## config.mk

```make
export PLATFORM = sky130hd
export DESIGN_NAME = drive_standstill_stop_sequencer
export DESIGN_NICKNAME = d
export VERILOG_FILES = /design/src/rtl/standstill_pkg.sv /design/src/rtl/drive_standstill_stop_sequencer.sv
export SDC_FILE = /design/constraint.sdc
export NUM_CORES = 2
export LEC_CHECK = 0
export ABC_AREA = 0
export ABC_CLOCK_PERIOD_IN_PS = 12130
export BUFFER_PORTS_ARGS = -buffer_cell sky130_fd_sc_hd__buf_2
export CAP_MARGIN = 15
export CORE_UTILIZATION = 48
export DETAILED_ROUTE_END_ITERATION = 16
export HOLD_SLACK_MARGIN = 0.06
export PLACE_DENSITY_LB_ADDON = 0.25
export RECOVER_POWER = 25
export SETUP_SLACK_MARGIN = 0.15
export SLEW_MARGIN = 25
export SYNTH_ARGS = -nofsm -noshare
export SYNTH_HDL_FRONTEND = slang
export SYNTH_SLANG_ARGS = --single-unit
```

## constraint.sdc

```tcl
create_clock -name pclk -period 12.13 [get_ports pclk]
set_clock_uncertainty 0.05 [all_clocks]
set_input_delay 1.213 -clock pclk [delete_from_list [all_inputs] [get_ports pclk]]
set_output_delay 1.213 -clock pclk [all_outputs]
set_load 0.005 [all_outputs]
```

## src/rtl/standstill_pkg.sv

```systemverilog
// constants, register map and carrier types for the standstill/stop sequencer
// assumes a 250 MHz pclk and signed speed values in units of 0.01 %
// What this block does
// - speed idle when feedback magnitude below band
// - setpoint idle when its selected source below band
// - half percent hysteresis before idle flags clear
// - halted only when both idle flags set
// - halted plus quench enable quenches loops, contactor kept
// - quench holds until halted condition drops
// - inverted halted indication to enable logic
// - idle band zero to hundred percent, relay
// - target reached when ramp difference below band
// - run removal ramps demand down by duration
// - non-regen no faster than coast rate
// - stop completion drops contactor, disables drive
// - stop watchdog trips contactor and drive off
// - contactor held for hold interval after zero
// - early disable if level over quarter, fade set
// - enable low cancels the hold interval
// - pass current cap, drive coast/enable signals
// - setpoint idle source selectable, default speed loop demand
// - ramp-down duration 0.1 s to 600 s
// - current fade slope up to 200 %/s
package standstill_pkg;
    // timing
    localparam int CLK_PERIOD_NS = 4;
    localparam int TICK_PERIOD_US = 1000;
    localparam int TICK_CYCLES_DEF = TICK_PERIOD_US * 1000 / CLK_PERIOD_NS;
    localparam int DSEC_US = 100000;
    localparam int TICKS_PER_DSEC = DSEC_US / TICK_PERIOD_US;
    // value limits, 0.01 % and 0.1 s units
    localparam logic [15:0] FULL_SCALE = 16'h2710;
    localparam logic [15:0] IDLE_HYST = 16'h0032;
    localparam logic [15:0] EARLY_OFF_LEVEL = 16'h0019;
    localparam logic [15:0] MAX_200PCT = 16'h4E20;
    localparam logic [15:0] TIME_MAX = 16'h1770;
    localparam logic [15:0] TIME_MIN = 16'h0001;
    localparam logic [15:0] ZERO16 = 16'h0000;
    // register byte offsets
    localparam logic [7:0] OFS_CTRL = 8'h00;
    localparam logic [7:0] OFS_IDLE = 8'h04;
    localparam logic [7:0] OFS_TARGET = 8'h08;
    localparam logic [7:0] OFS_RAMP = 8'h0C;
    localparam logic [7:0] OFS_LIMIT = 8'h10;
    localparam logic [7:0] OFS_HOLD = 8'h14;
    localparam logic [7:0] OFS_FADE = 8'h18;
    localparam logic [7:0] OFS_HALT = 8'h1C;
    localparam logic [7:0] OFS_CAP = 8'h20;
    localparam logic [7:0] OFS_COAST = 8'h24;
    localparam logic [7:0] OFS_STATUS = 8'h28;
    localparam logic [7:0] OFS_DEMAND = 8'h2C;
    // control bit positions
    localparam int CTRL_QUENCH = 0;
    localparam int CTRL_REGEN = 1;
    localparam int CTRL_SRC = 2;
    // reset values
    localparam logic [2:0] RST_CTRL = 3'h0;
    localparam logic [15:0] RST_IDLE = 16'h00C8;
    localparam logic [15:0] RST_TARGET = 16'h0064;
    localparam logic [15:0] RST_RAMP = 16'h0064;
    localparam logic [15:0] RST_LIMIT = 16'h0258;
    localparam logic [15:0] RST_HOLD = 16'h000A;
    localparam logic [15:0] RST_FADE = 16'h0000;
    localparam logic [15:0] RST_HALT = 16'h00C8;
    localparam logic [15:0] RST_CAP = 16'h2710;
    localparam logic [15:0] RST_COAST = 16'h0032;
    // stop sequence states
    typedef enum logic [1:0] {
        ST_OFF = 2'b00,
        ST_RUN = 2'b01,
        ST_RAMP = 2'b10,
        ST_HOLD = 2'b11
    } stop_state_e;
    // standstill flags
    typedef struct packed {
        logic speed_idle_flag;
        logic setpoint_idle_flag;
        logic motor_halted_flag;
        logic not_halted;
        logic target_reached_flag;
        logic zero_speed_relay;
    } idle_flags_s;
    // drive sequencing outputs
    typedef struct packed {
        logic contactor_on;
        logic drive_enabled;
        logic run_indicator;
        logic loop_quench;
        logic firing_disable;
        logic coast_stop_request;
    } drive_ctrl_s;
endpackage

```

## src/rtl/drive_standstill_stop_sequencer.sv

```systemverilog
// standstill detection and normal stop sequencing with an APB register file
// assumes all inputs synchronous to pclk; speeds signed 0.01 % units
module drive_standstill_stop_sequencer #(
    parameter int TICK_CYCLES = standstill_pkg::TICK_CYCLES_DEF
) (
    input wire logic pclk,
    input wire logic presetn,
    input wire logic psel,
    input wire logic penable,
    input wire logic pwrite,
    input wire logic [7:0] paddr,
    input wire logic [31:0] pwdata,
    output logic [31:0] prdata,
    output logic pready,
    output logic pslverr,
    input wire logic signed [15:0] speed_feedback,
    input wire logic signed [15:0] speed_setpoint,
    input wire logic signed [15:0] speed_loop_demand,
    input wire logic signed [15:0] ramp_input,
    input wire logic signed [15:0] profile_result,
    input wire logic run_command_input,
    input wire logic drive_enable_input,
    output logic signed [15:0] speed_demand,
    output logic [15:0] fast_halt_current_cap,
    output logic [15:0] current_fade_slope,
    output standstill_pkg::idle_flags_s idle_flags,
    output standstill_pkg::drive_ctrl_s drive_ctrl
);
    import standstill_pkg::*;

    // a shorter tick would need over one demand count per pclk
    if (TICK_CYCLES * TICKS_PER_DSEC < int'(FULL_SCALE)) begin : g_bad_tick
        $error("TICK_CYCLES too small for the demand ramp");
    end

    ////////////////////////////////////////////////////////////////////////
    // helpers
    ////////////////////////////////////////////////////////////////////////

    // magnitude of a signed speed; the most negative code gives 16'h8000 exactly
    function automatic logic [15:0] mag16(input logic signed [15:0] v);
        logic [16:0] m;
        m = v[15] ? 17'(-$signed({v[15], v})) : {1'b0, v};
        return m[16] ? 16'hFFFF : m[15:0];
    endfunction

    // limit a written value to its programmable range
    function automatic logic [15:0] clamp16(input logic [15:0] v, input logic [15:0] lo,
                                            input logic [15:0] hi);
        return (v < lo) ? lo : ((v > hi) ? hi : v);
    endfunction

    // idle comparison: sets below level, clears only past level plus margin
    function automatic logic idle_cmp(input logic flag, input logic [15:0] m,
                                      input logic [15:0] level);
        logic [16:0] top;
        top = {1'b0, level} + {1'b0, IDLE_HYST};
        return flag ? ({1'b0, m} <= top) : (m < level);
    endfunction

    // 0.1 s setting converted to control ticks
    function automatic logic [23:0] to_ticks(input logic [15:0] t);
        return 24'(t) * 24'(TICKS_PER_DSEC);
    endfunction

    ////////////////////////////////////////////////////////////////////////
    // register file
    ////////////////////////////////////////////////////////////////////////

    // clamped settings
    logic [2:0] ctrl_reg; // quench enable, regen, setpoint source
    logic [15:0] idle_level_reg; // idle band level
    logic [15:0] target_band_level; // target band level
    logic [15:0] ramp_time_reg; // ramp-down duration
    logic [15:0] limit_time_reg; // stop watchdog time
    logic [15:0] hold_time_reg; // coil hold interval
    logic [15:0] fade_reg; // current fade slope
    logic [15:0] halt_level_reg; // halt detect level
    logic [15:0] cap_reg; // fast halt current cap
    logic [15:0] coast_time_reg; // shortest stop a coasting drive allows
    // bus decode
    logic wr_en; // write takes effect this edge
    logic setup_ph; // first cycle of a transfer
    logic mapped; // address decodes to a register
    logic [31:0] rd_word; // read mux
    stop_state_e state_reg; // stop sequence state
    idle_flags_s flags_reg; // standstill flags
    drive_ctrl_s drv_reg; // sequencing outputs
    logic signed [15:0] demand_reg; // speed demand to the speed loop

    // apb phase decode
    assign setup_ph = psel & ~penable;
    assign wr_en = psel & penable & pready & pwrite & ~pslverr;

    // address decode, shared by reads and the error answer
    always_comb begin
        mapped = 1'b1;
        rd_word = 32'h0000_0000;
        unique case (paddr)
            OFS_CTRL: rd_word = 32'(ctrl_reg);
            OFS_IDLE: rd_word = 32'(idle_level_reg);
            OFS_TARGET: rd_word = 32'(target_band_level);
            OFS_RAMP: rd_word = 32'(ramp_time_reg);
            OFS_LIMIT: rd_word = 32'(limit_time_reg);
            OFS_HOLD: rd_word = 32'(hold_time_reg);
            OFS_FADE: rd_word = 32'(fade_reg);
            OFS_HALT: rd_word = 32'(halt_level_reg);
            OFS_CAP: rd_word = 32'(cap_reg);
            OFS_COAST: rd_word = 32'(coast_time_reg);
            OFS_STATUS: rd_word = 32'({drv_reg, flags_reg, state_reg});
            OFS_DEMAND: rd_word = 32'(demand_reg);
            default: mapped = 1'b0; // unmapped: error, reads zero
        endcase
    end

    // no wait state: answer prepared in setup, ready in the first access cycle
    always_ff @(posedge pclk or negedge presetn) begin
        if (!presetn) begin
            pready <= 1'b0;
            pslverr <= 1'b0;
            prdata <= 32'h0000_0000;
        end else if (setup_ph) begin
            pready <= 1'b1;
            pslverr <= ~mapped;
            prdata <= (mapped && !pwrite) ? rd_word : 32'h0000_0000;
        end else begin
            pready <= 1'b0;
            pslverr <= 1'b0;
            prdata <= 32'h0000_0000;
        end
    end

    // software writes; values clamped to their programmable ranges
    always_ff @(posedge pclk or negedge presetn) begin
        if (!presetn) begin
            ctrl_reg <= RST_CTRL;
            idle_level_reg <= RST_IDLE;
            target_band_level <= RST_TARGET;
            ramp_time_reg <= RST_RAMP;
            limit_time_reg <= RST_LIMIT;
            hold_time_reg <= RST_HOLD;
            fade_reg <= RST_FADE;
            halt_level_reg <= RST_HALT;
            cap_reg <= RST_CAP;
            coast_time_reg <= RST_COAST;
        end else if (wr_en) begin
            unique case (paddr)
                OFS_CTRL: ctrl_reg <= pwdata[2:0];
                OFS_IDLE: idle_level_reg <= clamp16(pwdata[15:0], ZERO16, FULL_SCALE);
                OFS_TARGET: target_band_level <= clamp16(pwdata[15:0], ZERO16, FULL_SCALE);
                OFS_RAMP: ramp_time_reg <= clamp16(pwdata[15:0], TIME_MIN, TIME_MAX);
                OFS_LIMIT: limit_time_reg <= clamp16(pwdata[15:0], ZERO16, TIME_MAX);
                OFS_HOLD: hold_time_reg <= clamp16(pwdata[15:0], TIME_MIN, TIME_MAX);
                OFS_FADE: fade_reg <= clamp16(pwdata[15:0], ZERO16, MAX_200PCT);
                OFS_HALT: halt_level_reg <= clamp16(pwdata[15:0], ZERO16, FULL_SCALE);
                OFS_CAP: cap_reg <= clamp16(pwdata[15:0], ZERO16, MAX_200PCT);
                OFS_COAST: coast_time_reg <= clamp16(pwdata[15:0], TIME_MIN, TIME_MAX);
                default: ; // status, demand and unmapped ignore writes
            endcase
        end
    end

    ////////////////////////////////////////////////////////////////////////
    // control tick
    ////////////////////////////////////////////////////////////////////////

    // tick divider
    logic [31:0] tick_cnt_reg; // divider toward the control tick
    logic tick_reg; // one-cycle tick pulse

    // periodic tick from pclk; stop timers and flag comparisons step on it, the demand ramp does not
    always_ff @(posedge pclk or negedge presetn) begin
        if (!presetn) begin
            tick_cnt_reg <= 32'h0000_0000;
            tick_reg <= 1'b0;
        end else if (tick_cnt_reg == 32'(TICK_CYCLES - 1)) begin
            tick_cnt_reg <= 32'h0000_0000;
            tick_reg <= 1'b1;
        end else begin
            tick_cnt_reg <= tick_cnt_reg + 32'h0000_0001;
            tick_reg <= 1'b0;
        end
    end

    ////////////////////////////////////////////////////////////////////////
    // standstill detection
    ////////////////////////////////////////////////////////////////////////

    // comparator inputs
    logic signed [15:0] idle_src; // setpoint idle comparison input
    logic [16:0] ramp_diff; // |ramp input - ramp output|
    logic sp_idle_next;
    logic fb_idle_next;

    // source select: speed loop demand unless software picks the setpoint
    assign idle_src = ctrl_reg[CTRL_SRC] ? speed_setpoint : speed_loop_demand;
    assign fb_idle_next = idle_cmp(flags_reg.speed_idle_flag, mag16(speed_feedback), idle_level_reg);
    assign sp_idle_next = idle_cmp(flags_reg.setpoint_idle_flag, mag16(idle_src), idle_level_reg);

    // wide difference so a full-range swing cannot wrap
    always_comb begin
        logic signed [16:0] d;
        d = 17'(ramp_input) - 17'(profile_result);
        ramp_diff = d[16] ? 17'(-d) : 17'(d);
    end

    // flags refresh on each tick; halted drops at the tick where either idle flag clears
    always_ff @(posedge pclk or negedge presetn) begin
        if (!presetn) begin
            flags_reg <= '0;
        end else if (tick_reg) begin
            flags_reg.speed_idle_flag <= fb_idle_next;
            flags_reg.setpoint_idle_flag <= sp_idle_next;
            flags_reg.motor_halted_flag <= fb_idle_next & sp_idle_next;
            flags_reg.not_halted <= ~(fb_idle_next & sp_idle_next);
            flags_reg.zero_speed_relay <= fb_idle_next;
            flags_reg.target_reached_flag <= ramp_diff < {1'b0, target_band_level};
        end
    end

    ////////////////////////////////////////////////////////////////////////
    // normal stop sequence
    ////////////////////////////////////////////////////////////////////////

    // one timer: watchdog, then hold
    logic [23:0] timer_reg; // watchdog or hold count in ticks
    logic at_halt_speed; // feedback below halt detect level
    logic early_disable; // drive off already during the hold
    logic limit_hit;
    logic hold_done;

    // halt speed acted on at ticks, early disable every cycle
    assign at_halt_speed = mag16(speed_feedback) < halt_level_reg;
    assign early_disable = (halt_level_reg > EARLY_OFF_LEVEL) && (fade_reg != ZERO16);
    // timers in ticks
    assign limit_hit = timer_reg >= to_ticks(limit_time_reg);
    assign hold_done = timer_reg >= to_ticks(hold_time_reg);

    // sequencer state and timer; timers advance only on ticks
    always_ff @(posedge pclk or negedge presetn) begin
        if (!presetn) begin
            state_reg <= ST_OFF;
            timer_reg <= 24'h000000;
        end else begin
            unique case (state_reg)
                ST_OFF: begin
                    // start needs both run and enable
                    if (run_command_input && drive_enable_input) begin
                        state_reg <= ST_RUN;
                    end
                end
                ST_RUN: begin
                    // removing run starts the stop and the watchdog
                    if (!run_command_input) begin
                        state_reg <= ST_RAMP;
                        timer_reg <= 24'h000000;
                    end
                end
                ST_RAMP: begin
                    if (run_command_input) begin
                        state_reg <= ST_RUN;
                    end else if (tick_reg && at_halt_speed) begin
                        state_reg <= ST_HOLD;
                        timer_reg <= 24'h000000;
                    end else if (tick_reg && limit_hit) begin
                        state_reg <= ST_OFF;
                    end else if (tick_reg) begin
                        timer_reg <= timer_reg + 24'h000001;
                    end
                end
                ST_HOLD: begin
                    // rerun during the hold avoids cycling the contactor
                    if (run_command_input && drive_enable_input) begin
                        state_reg <= ST_RUN;
                    end else if (!drive_enable_input) begin
                        state_reg <= ST_OFF;
                    end else if (tick_reg && hold_done) begin
                        state_reg <= ST_OFF;
                    end else if (tick_reg) begin
                        timer_reg <= timer_reg + 24'h000001;
                    end
                end
            endcase
        end
    end

    // contactor and enable outputs follow the state; loop quench follows the halted flag and enable input
    always_ff @(posedge pclk or negedge presetn) begin
        if (!presetn) begin
            drv_reg <= '0;
        end else begin
            drv_reg.contactor_on <= state_reg != ST_OFF;
            drv_reg.run_indicator <= state_reg != ST_OFF;
            drv_reg.drive_enabled <= (state_reg == ST_RUN) || (state_reg == ST_RAMP) ||
                                     (state_reg == ST_HOLD && !early_disable);
            // halt quench keeps the contactor in but stops firing
            drv_reg.loop_quench <= (flags_reg.motor_halted_flag && ctrl_reg[CTRL_QUENCH]) ||
                                   !drive_enable_input;
            drv_reg.firing_disable <= (flags_reg.motor_halted_flag && ctrl_reg[CTRL_QUENCH]) ||
                                      state_reg == ST_OFF ||
                                      (state_reg == ST_HOLD && early_disable);
            // one pulse when the watchdog gives up and the drive coasts
            drv_reg.coast_stop_request <= state_reg == ST_RAMP && !run_command_input &&
                                          tick_reg && !at_halt_speed && limit_hit;
        end
    end

    ////////////////////////////////////////////////////////////////////////
    // speed demand ramp
    ////////////////////////////////////////////////////////////////////////

    // ramp runs at pclk rate
    logic [15:0] eff_time; // stop duration actually used
    logic [39:0] ramp_span; // pclk cycles for a full-scale ramp
    logic [39:0] ramp_acc_reg; // fractional step accumulator
    logic [39:0] acc_sum;

    // a coasting drive cannot brake faster than the coast rate
    assign eff_time = (!ctrl_reg[CTRL_REGEN] && coast_time_reg > ramp_time_reg) ?
                      coast_time_reg : ramp_time_reg;
    // cycles per full stop
    assign ramp_span = 40'(eff_time) * 40'(TICKS_PER_DSEC) * 40'(TICK_CYCLES);
    // next accumulator
    assign acc_sum = ramp_acc_reg + 40'(FULL_SCALE);

    // slope runs at pclk for one-count resolution; the span is never below
    // full scale, so at most one count is stepped per cycle
    always_ff @(posedge pclk or negedge presetn) begin
        if (!presetn) begin
            demand_reg <= 16'sh0000;
            ramp_acc_reg <= 40'h00_0000_0000;
        end else if (state_reg == ST_RUN) begin
            demand_reg <= speed_setpoint;
            ramp_acc_reg <= 40'h00_0000_0000;
        end else if (state_reg == ST_RAMP && !run_command_input) begin
            if (acc_sum >= ramp_span) begin
                ramp_acc_reg <= acc_sum - ramp_span;
                if (demand_reg > 16'sh0000) begin
                    demand_reg <= demand_reg - 16'sh0001;
                end else if (demand_reg < 16'sh0000) begin
                    demand_reg <= demand_reg + 16'sh0001;
                end
            end else begin
                ramp_acc_reg <= acc_sum;
            end
        end else if (state_reg != ST_RAMP) begin
            demand_reg <= 16'sh0000; // hold or off: demand zero
            ramp_acc_reg <= 40'h00_0000_0000;
        end
    end

    ////////////////////////////////////////////////////////////////////////
    // outputs
    ////////////////////////////////////////////////////////////////////////

    // settings handed to the current loop, registered
    always_ff @(posedge pclk or negedge presetn) begin
        if (!presetn) begin
            fast_halt_current_cap <= RST_CAP;
            current_fade_slope <= RST_FADE;
        end else begin
            fast_halt_current_cap <= cap_reg;
            current_fade_slope <= fade_reg;
        end
    end

    // ports from registers
    assign speed_demand = demand_reg;
    assign idle_flags = flags_reg;
    assign drive_ctrl = drv_reg;
endmodule

```

==> results.txt <==
- TritonCTS built the clock tree.
* Crit Path Category: reg -> reg
- In the finished design, the share of the clock period the worst path needs comes to 94.4%.
- Count of unresolved DRC violations after routing: 0
- After detailed routing, the number of vias per cell comes to 5.82.
* Number of antenna-violating nets in the routed design: 0
- For this run, the register share of the synthesized area comes to 25.2%.
- First-pass GRT wire length: 147000 microns
- Max IR drop VDD: 0.000104 V
- The min-delay analysis places its worst path in the category reg -> reg.
* Mapped Nets: 4379
- In this run, synthesis produced a sequential element count of 319.
- The via count of the first global-routing pass came to 26300.
* Share of synthesized registers carrying an async set or reset: 100%
- Largest net degree at the start of global routing: 141
- Clock tree sinks: 319
* Filler cell count in the final layout: 6030
- CP Data Arrival Time: 11.85 ns
- Number of warning messages in the yosys log: 0
- Maximum buffer depth of the clock tree: 3
- The worst hold path passes through 0 cells.
* I/O pin total: 221
* Later-pin clock latency in the skew report: 0.60 ns
- Of all nets on the critical path, the largest fanout is 10.
- The final max-slew violation count was 324.
- Critical Path End Type: register
- At the end of routability-driven placement, the weighted congestion stood at 0.949.
- Pre-Repair DR Iteration Count: 7
- In the final layout, the multi-input gates occupy 22100 sq um.
- Initial core utilization: 48.5%
- Max stage delay cell, worst path: sky130_fd_sc_hd__fa_1
* Commonest non-fill, non-tap cell in the layout: sky130_fd_sc_hd__ha_1
- HPWL after DPL: 74500 microns
* Fraction of synthesized cell area taken by the top area cell type: 22.6%
- Cells with a size suffix above 1 make up 11.8% of the layout.
* Syn Std Cell Area: 31900 sq um
* Cell leakage power: 17.6 nW
- Setup repair after global routing could not meet its margin everywhere.
- In this run, distinct cell masters in the synthesized netlist total 85.
- Worst setup startpoint: ramp_time_reg[5]
- Leading cell types in the layout, fill and taps excluded: 486 x sky130_fd_sc_hd__ha_1, 409 x sky130_fd_sc_hd__inv_1, 358 x sky130_fd_sc_hd__nand2_1, 288 x sky130_fd_sc_hd__dfrtp_1, 259 x sky130_fd_sc_hd__o21ai_0
- The number of antenna violations at the first check in global routing was 0.
- Final TNS setup: 0 ns
* First-iteration detailed-routing DRC count: 2113
* Count of flip-flops with a built-in enable after synthesis: 0
- For this design, the CTS-stage hold fixing added 0 buffers.
- Setup violators final: 0
- The net count of the finished layout is 4584.
- The routed design has 94700 microns of wire.
- Once placement finished, the instance area stood at 34000 sq um.
- Average instance area after synthesis: 8.71 sq um
- GRT Resource Usage Total: 27.9%
* Average wire per standard cell: 19.9 microns
- The most critical setup path has its endpoint at speed_demand[3].
- Predominant post-synthesis flop cell: sky130_fd_sc_hd__dfrtp_1
- Deepest level of the CTS H-tree: 2
- The die is 260 microns tall.
- Power Density: 113 nW/um^2
- Most frequent cell on the critical path: sky130_fd_sc_hd__inv_1
- Leftover overflow at the end of global routing: 0
- Row generation in the floorplan step produced 94 rows.
- For the finished layout, the period the worst path requires is 11.45 ns.
- Maxcap violations: 3
* Capture point of the worst reg-to-reg path: speed_demand[3]
- In this run the tool buffered the top-level ports with 204 buffer cells.
- Max FFs per register: 36
* Area growth, synth to finish: 12.4%
- For flop-to-flop paths, the worst setup slack is 0.68 ns.
- Actual slew at the worst max-slew pin: 5.63 ns
- Source of the worst register-to-register timing path: ramp_time_reg[5]
- The checks that failed: capacitance limit, slew limit.
- Outcome: finished with violations
* Longest individual stage delay on the worst path: 0.60 ns
- After technology mapping, the gate count stands at 3660.
- Total power after layout: 4.05 mW
- Register area: 8020 sq um
- Cell types with the largest area share after synthesis: sky130_fd_sc_hd__dfrtp_1 23%, sky130_fd_sc_hd__ha_1 19%, sky130_fd_sc_hd__fa_1 6.2%, sky130_fd_sc_hd__inv_1 4.9%, sky130_fd_sc_hd__xnor2_1 4.8%
* Critical path startpoint category: register
- Data on the critical path is required at its endpoint by 12.53 ns.
* Final core utilization: 54.5%
* Cell type contributing the most total cell area after synthesis: sky130_fd_sc_hd__dfrtp_1
* Clock transition time at the flip-flop clock pins of the worst setup and hold paths: 0.07 ns
- Core ar.: 65700 sq um
- Headroom to the max-slew limit: -276%
- Number of clock buffers inserted by TritonCTS: 40
* Timing-limited maximum frequency: 87.3 MHz
* Count of vias placed by the detailed router: 27700
* Die Outline Area: 67400 sq um
- The count of final hold-check violations was 0.
- The floorplan step set the die width to 260 microns.
- Worst Reg2Reg Path Length in Cells: 48
- After routing the design area is 35800 sq um.
- Clock tree synthesis selected as its root buffer the cell sky130_fd_sc_hd__clkbuf_16.
[Yosys cell counts (27+ instances only)]
cell,count
sky130_fd_sc_hd__a21o_1,108
sky130_fd_sc_hd__a21oi_1,187
sky130_fd_sc_hd__a221oi_1,28
sky130_fd_sc_hd__a22o_1,30
sky130_fd_sc_hd__a31oi_1,32
sky130_fd_sc_hd__and3_1,35
sky130_fd_sc_hd__clkbuf_1,85
sky130_fd_sc_hd__dfrtp_1,288
sky130_fd_sc_hd__dfstp_2,31
sky130_fd_sc_hd__fa_1,98
sky130_fd_sc_hd__ha_1,494
sky130_fd_sc_hd__inv_1,413
sky130_fd_sc_hd__mux2i_1,30
sky130_fd_sc_hd__nand2_1,358
sky130_fd_sc_hd__nand3_1,91
sky130_fd_sc_hd__nand4_1,46
sky130_fd_sc_hd__nor2_1,171
sky130_fd_sc_hd__nor2b_1,34
sky130_fd_sc_hd__nor3_1,58
sky130_fd_sc_hd__o211ai_1,27
sky130_fd_sc_hd__o21a_1,35
sky130_fd_sc_hd__o21ai_0,269
sky130_fd_sc_hd__or3_1,27
sky130_fd_sc_hd__xnor2_1,174
sky130_fd_sc_hd__xor2_1,104
[power breakdown]
part / switching (mW) / total, mW / internal [mW]
registers: 0.0779 / 1.18 / 1.10
logic: 0.941 / 1.59 / 0.645
clock network: 0.520 / 1.29 / 0.766
[final cells by class]
cell class	instances	area share [%]
Clock buffer	55	3.15
Tap cell	864	3.02
Inverter	417	4.38
Multi-Input combinational cell	2809	61.7
Clock inverter	17	0.758
Timing Repair Buffer	278	4.55
Sequential cell	319	22.4
Antenna cell	1	0.00699
[cell families (layout without fill, tap and decap cells)]
logic type               Yosys count  count (layout)  synth area share, %
AO/OA/AOI/OAI                    928             928                 19.0
XOR/XNOR                         278             278                 7.64
adder cells (fa/ha/maj)          592             592                 25.6
buffers and inverters            532             767                 6.55
flip-flops                       319             319                 25.2
multiplexers                      51              51                 1.68
other                              0               1                    0
AND/OR/NAND/NOR                  960             960                 14.4
[worst min-delay path by stage]
stage / slack (ns) / endpoint / startpoint
final: 0.33 / fast_halt_current_cap[13] / cap_reg[13]
after global routing: 0.35 / fast_halt_current_cap[13] / cap_reg[13]
after CTS: 0.32 / fast_halt_current_cap[13] / cap_reg[13]
after detailed placement: 0.32 / fast_halt_current_cap[13] / cap_reg[13]
after global placement: 0.31 / fast_halt_current_cap[13] / cap_reg[13]
after floorplan: 0.31 / fast_halt_current_cap[4] / cap_reg[4]
[stage by stage]
stage,worst slack (ns),hold WS [ns],std cells
floorplan,0.248,0.310,3660
global placement,0.221,0.315,4668
detailed placement,0.136,0.316,4668
CTS,0.187,0.319,4740
global route,0.0448,0.346,4759
finish,0.679,0.329,4760
[critical path: cells and delay by family (launching register included)]
family	cells	cell delay (ns)
mux	1	0.33
buf+inv	13	1.32
compound gates	16	3.07
xor+xnor	2	0.36
simple gates	3	0.67
flops	1	0.54
fa+ha+maj	13	4.93
[layer usage]
metal	track usage [%]	vias to the layer above	wire length [microns]
li1	-	13300	-
met2	43.7	873	42300
met5	0	-	0
met3	4.92	157	6970
met4	8.17	0	2760
met1	39.1	13300	42700
[repair_timing]
item                       CTS  global route
setup endpoints to repair   24            50
cloned                       0             2
buffers inserted             0            16
gates resized for setup      3            65
pin swaps                    0            27
No activity file was read; power rests on OpenSTA's default activity.
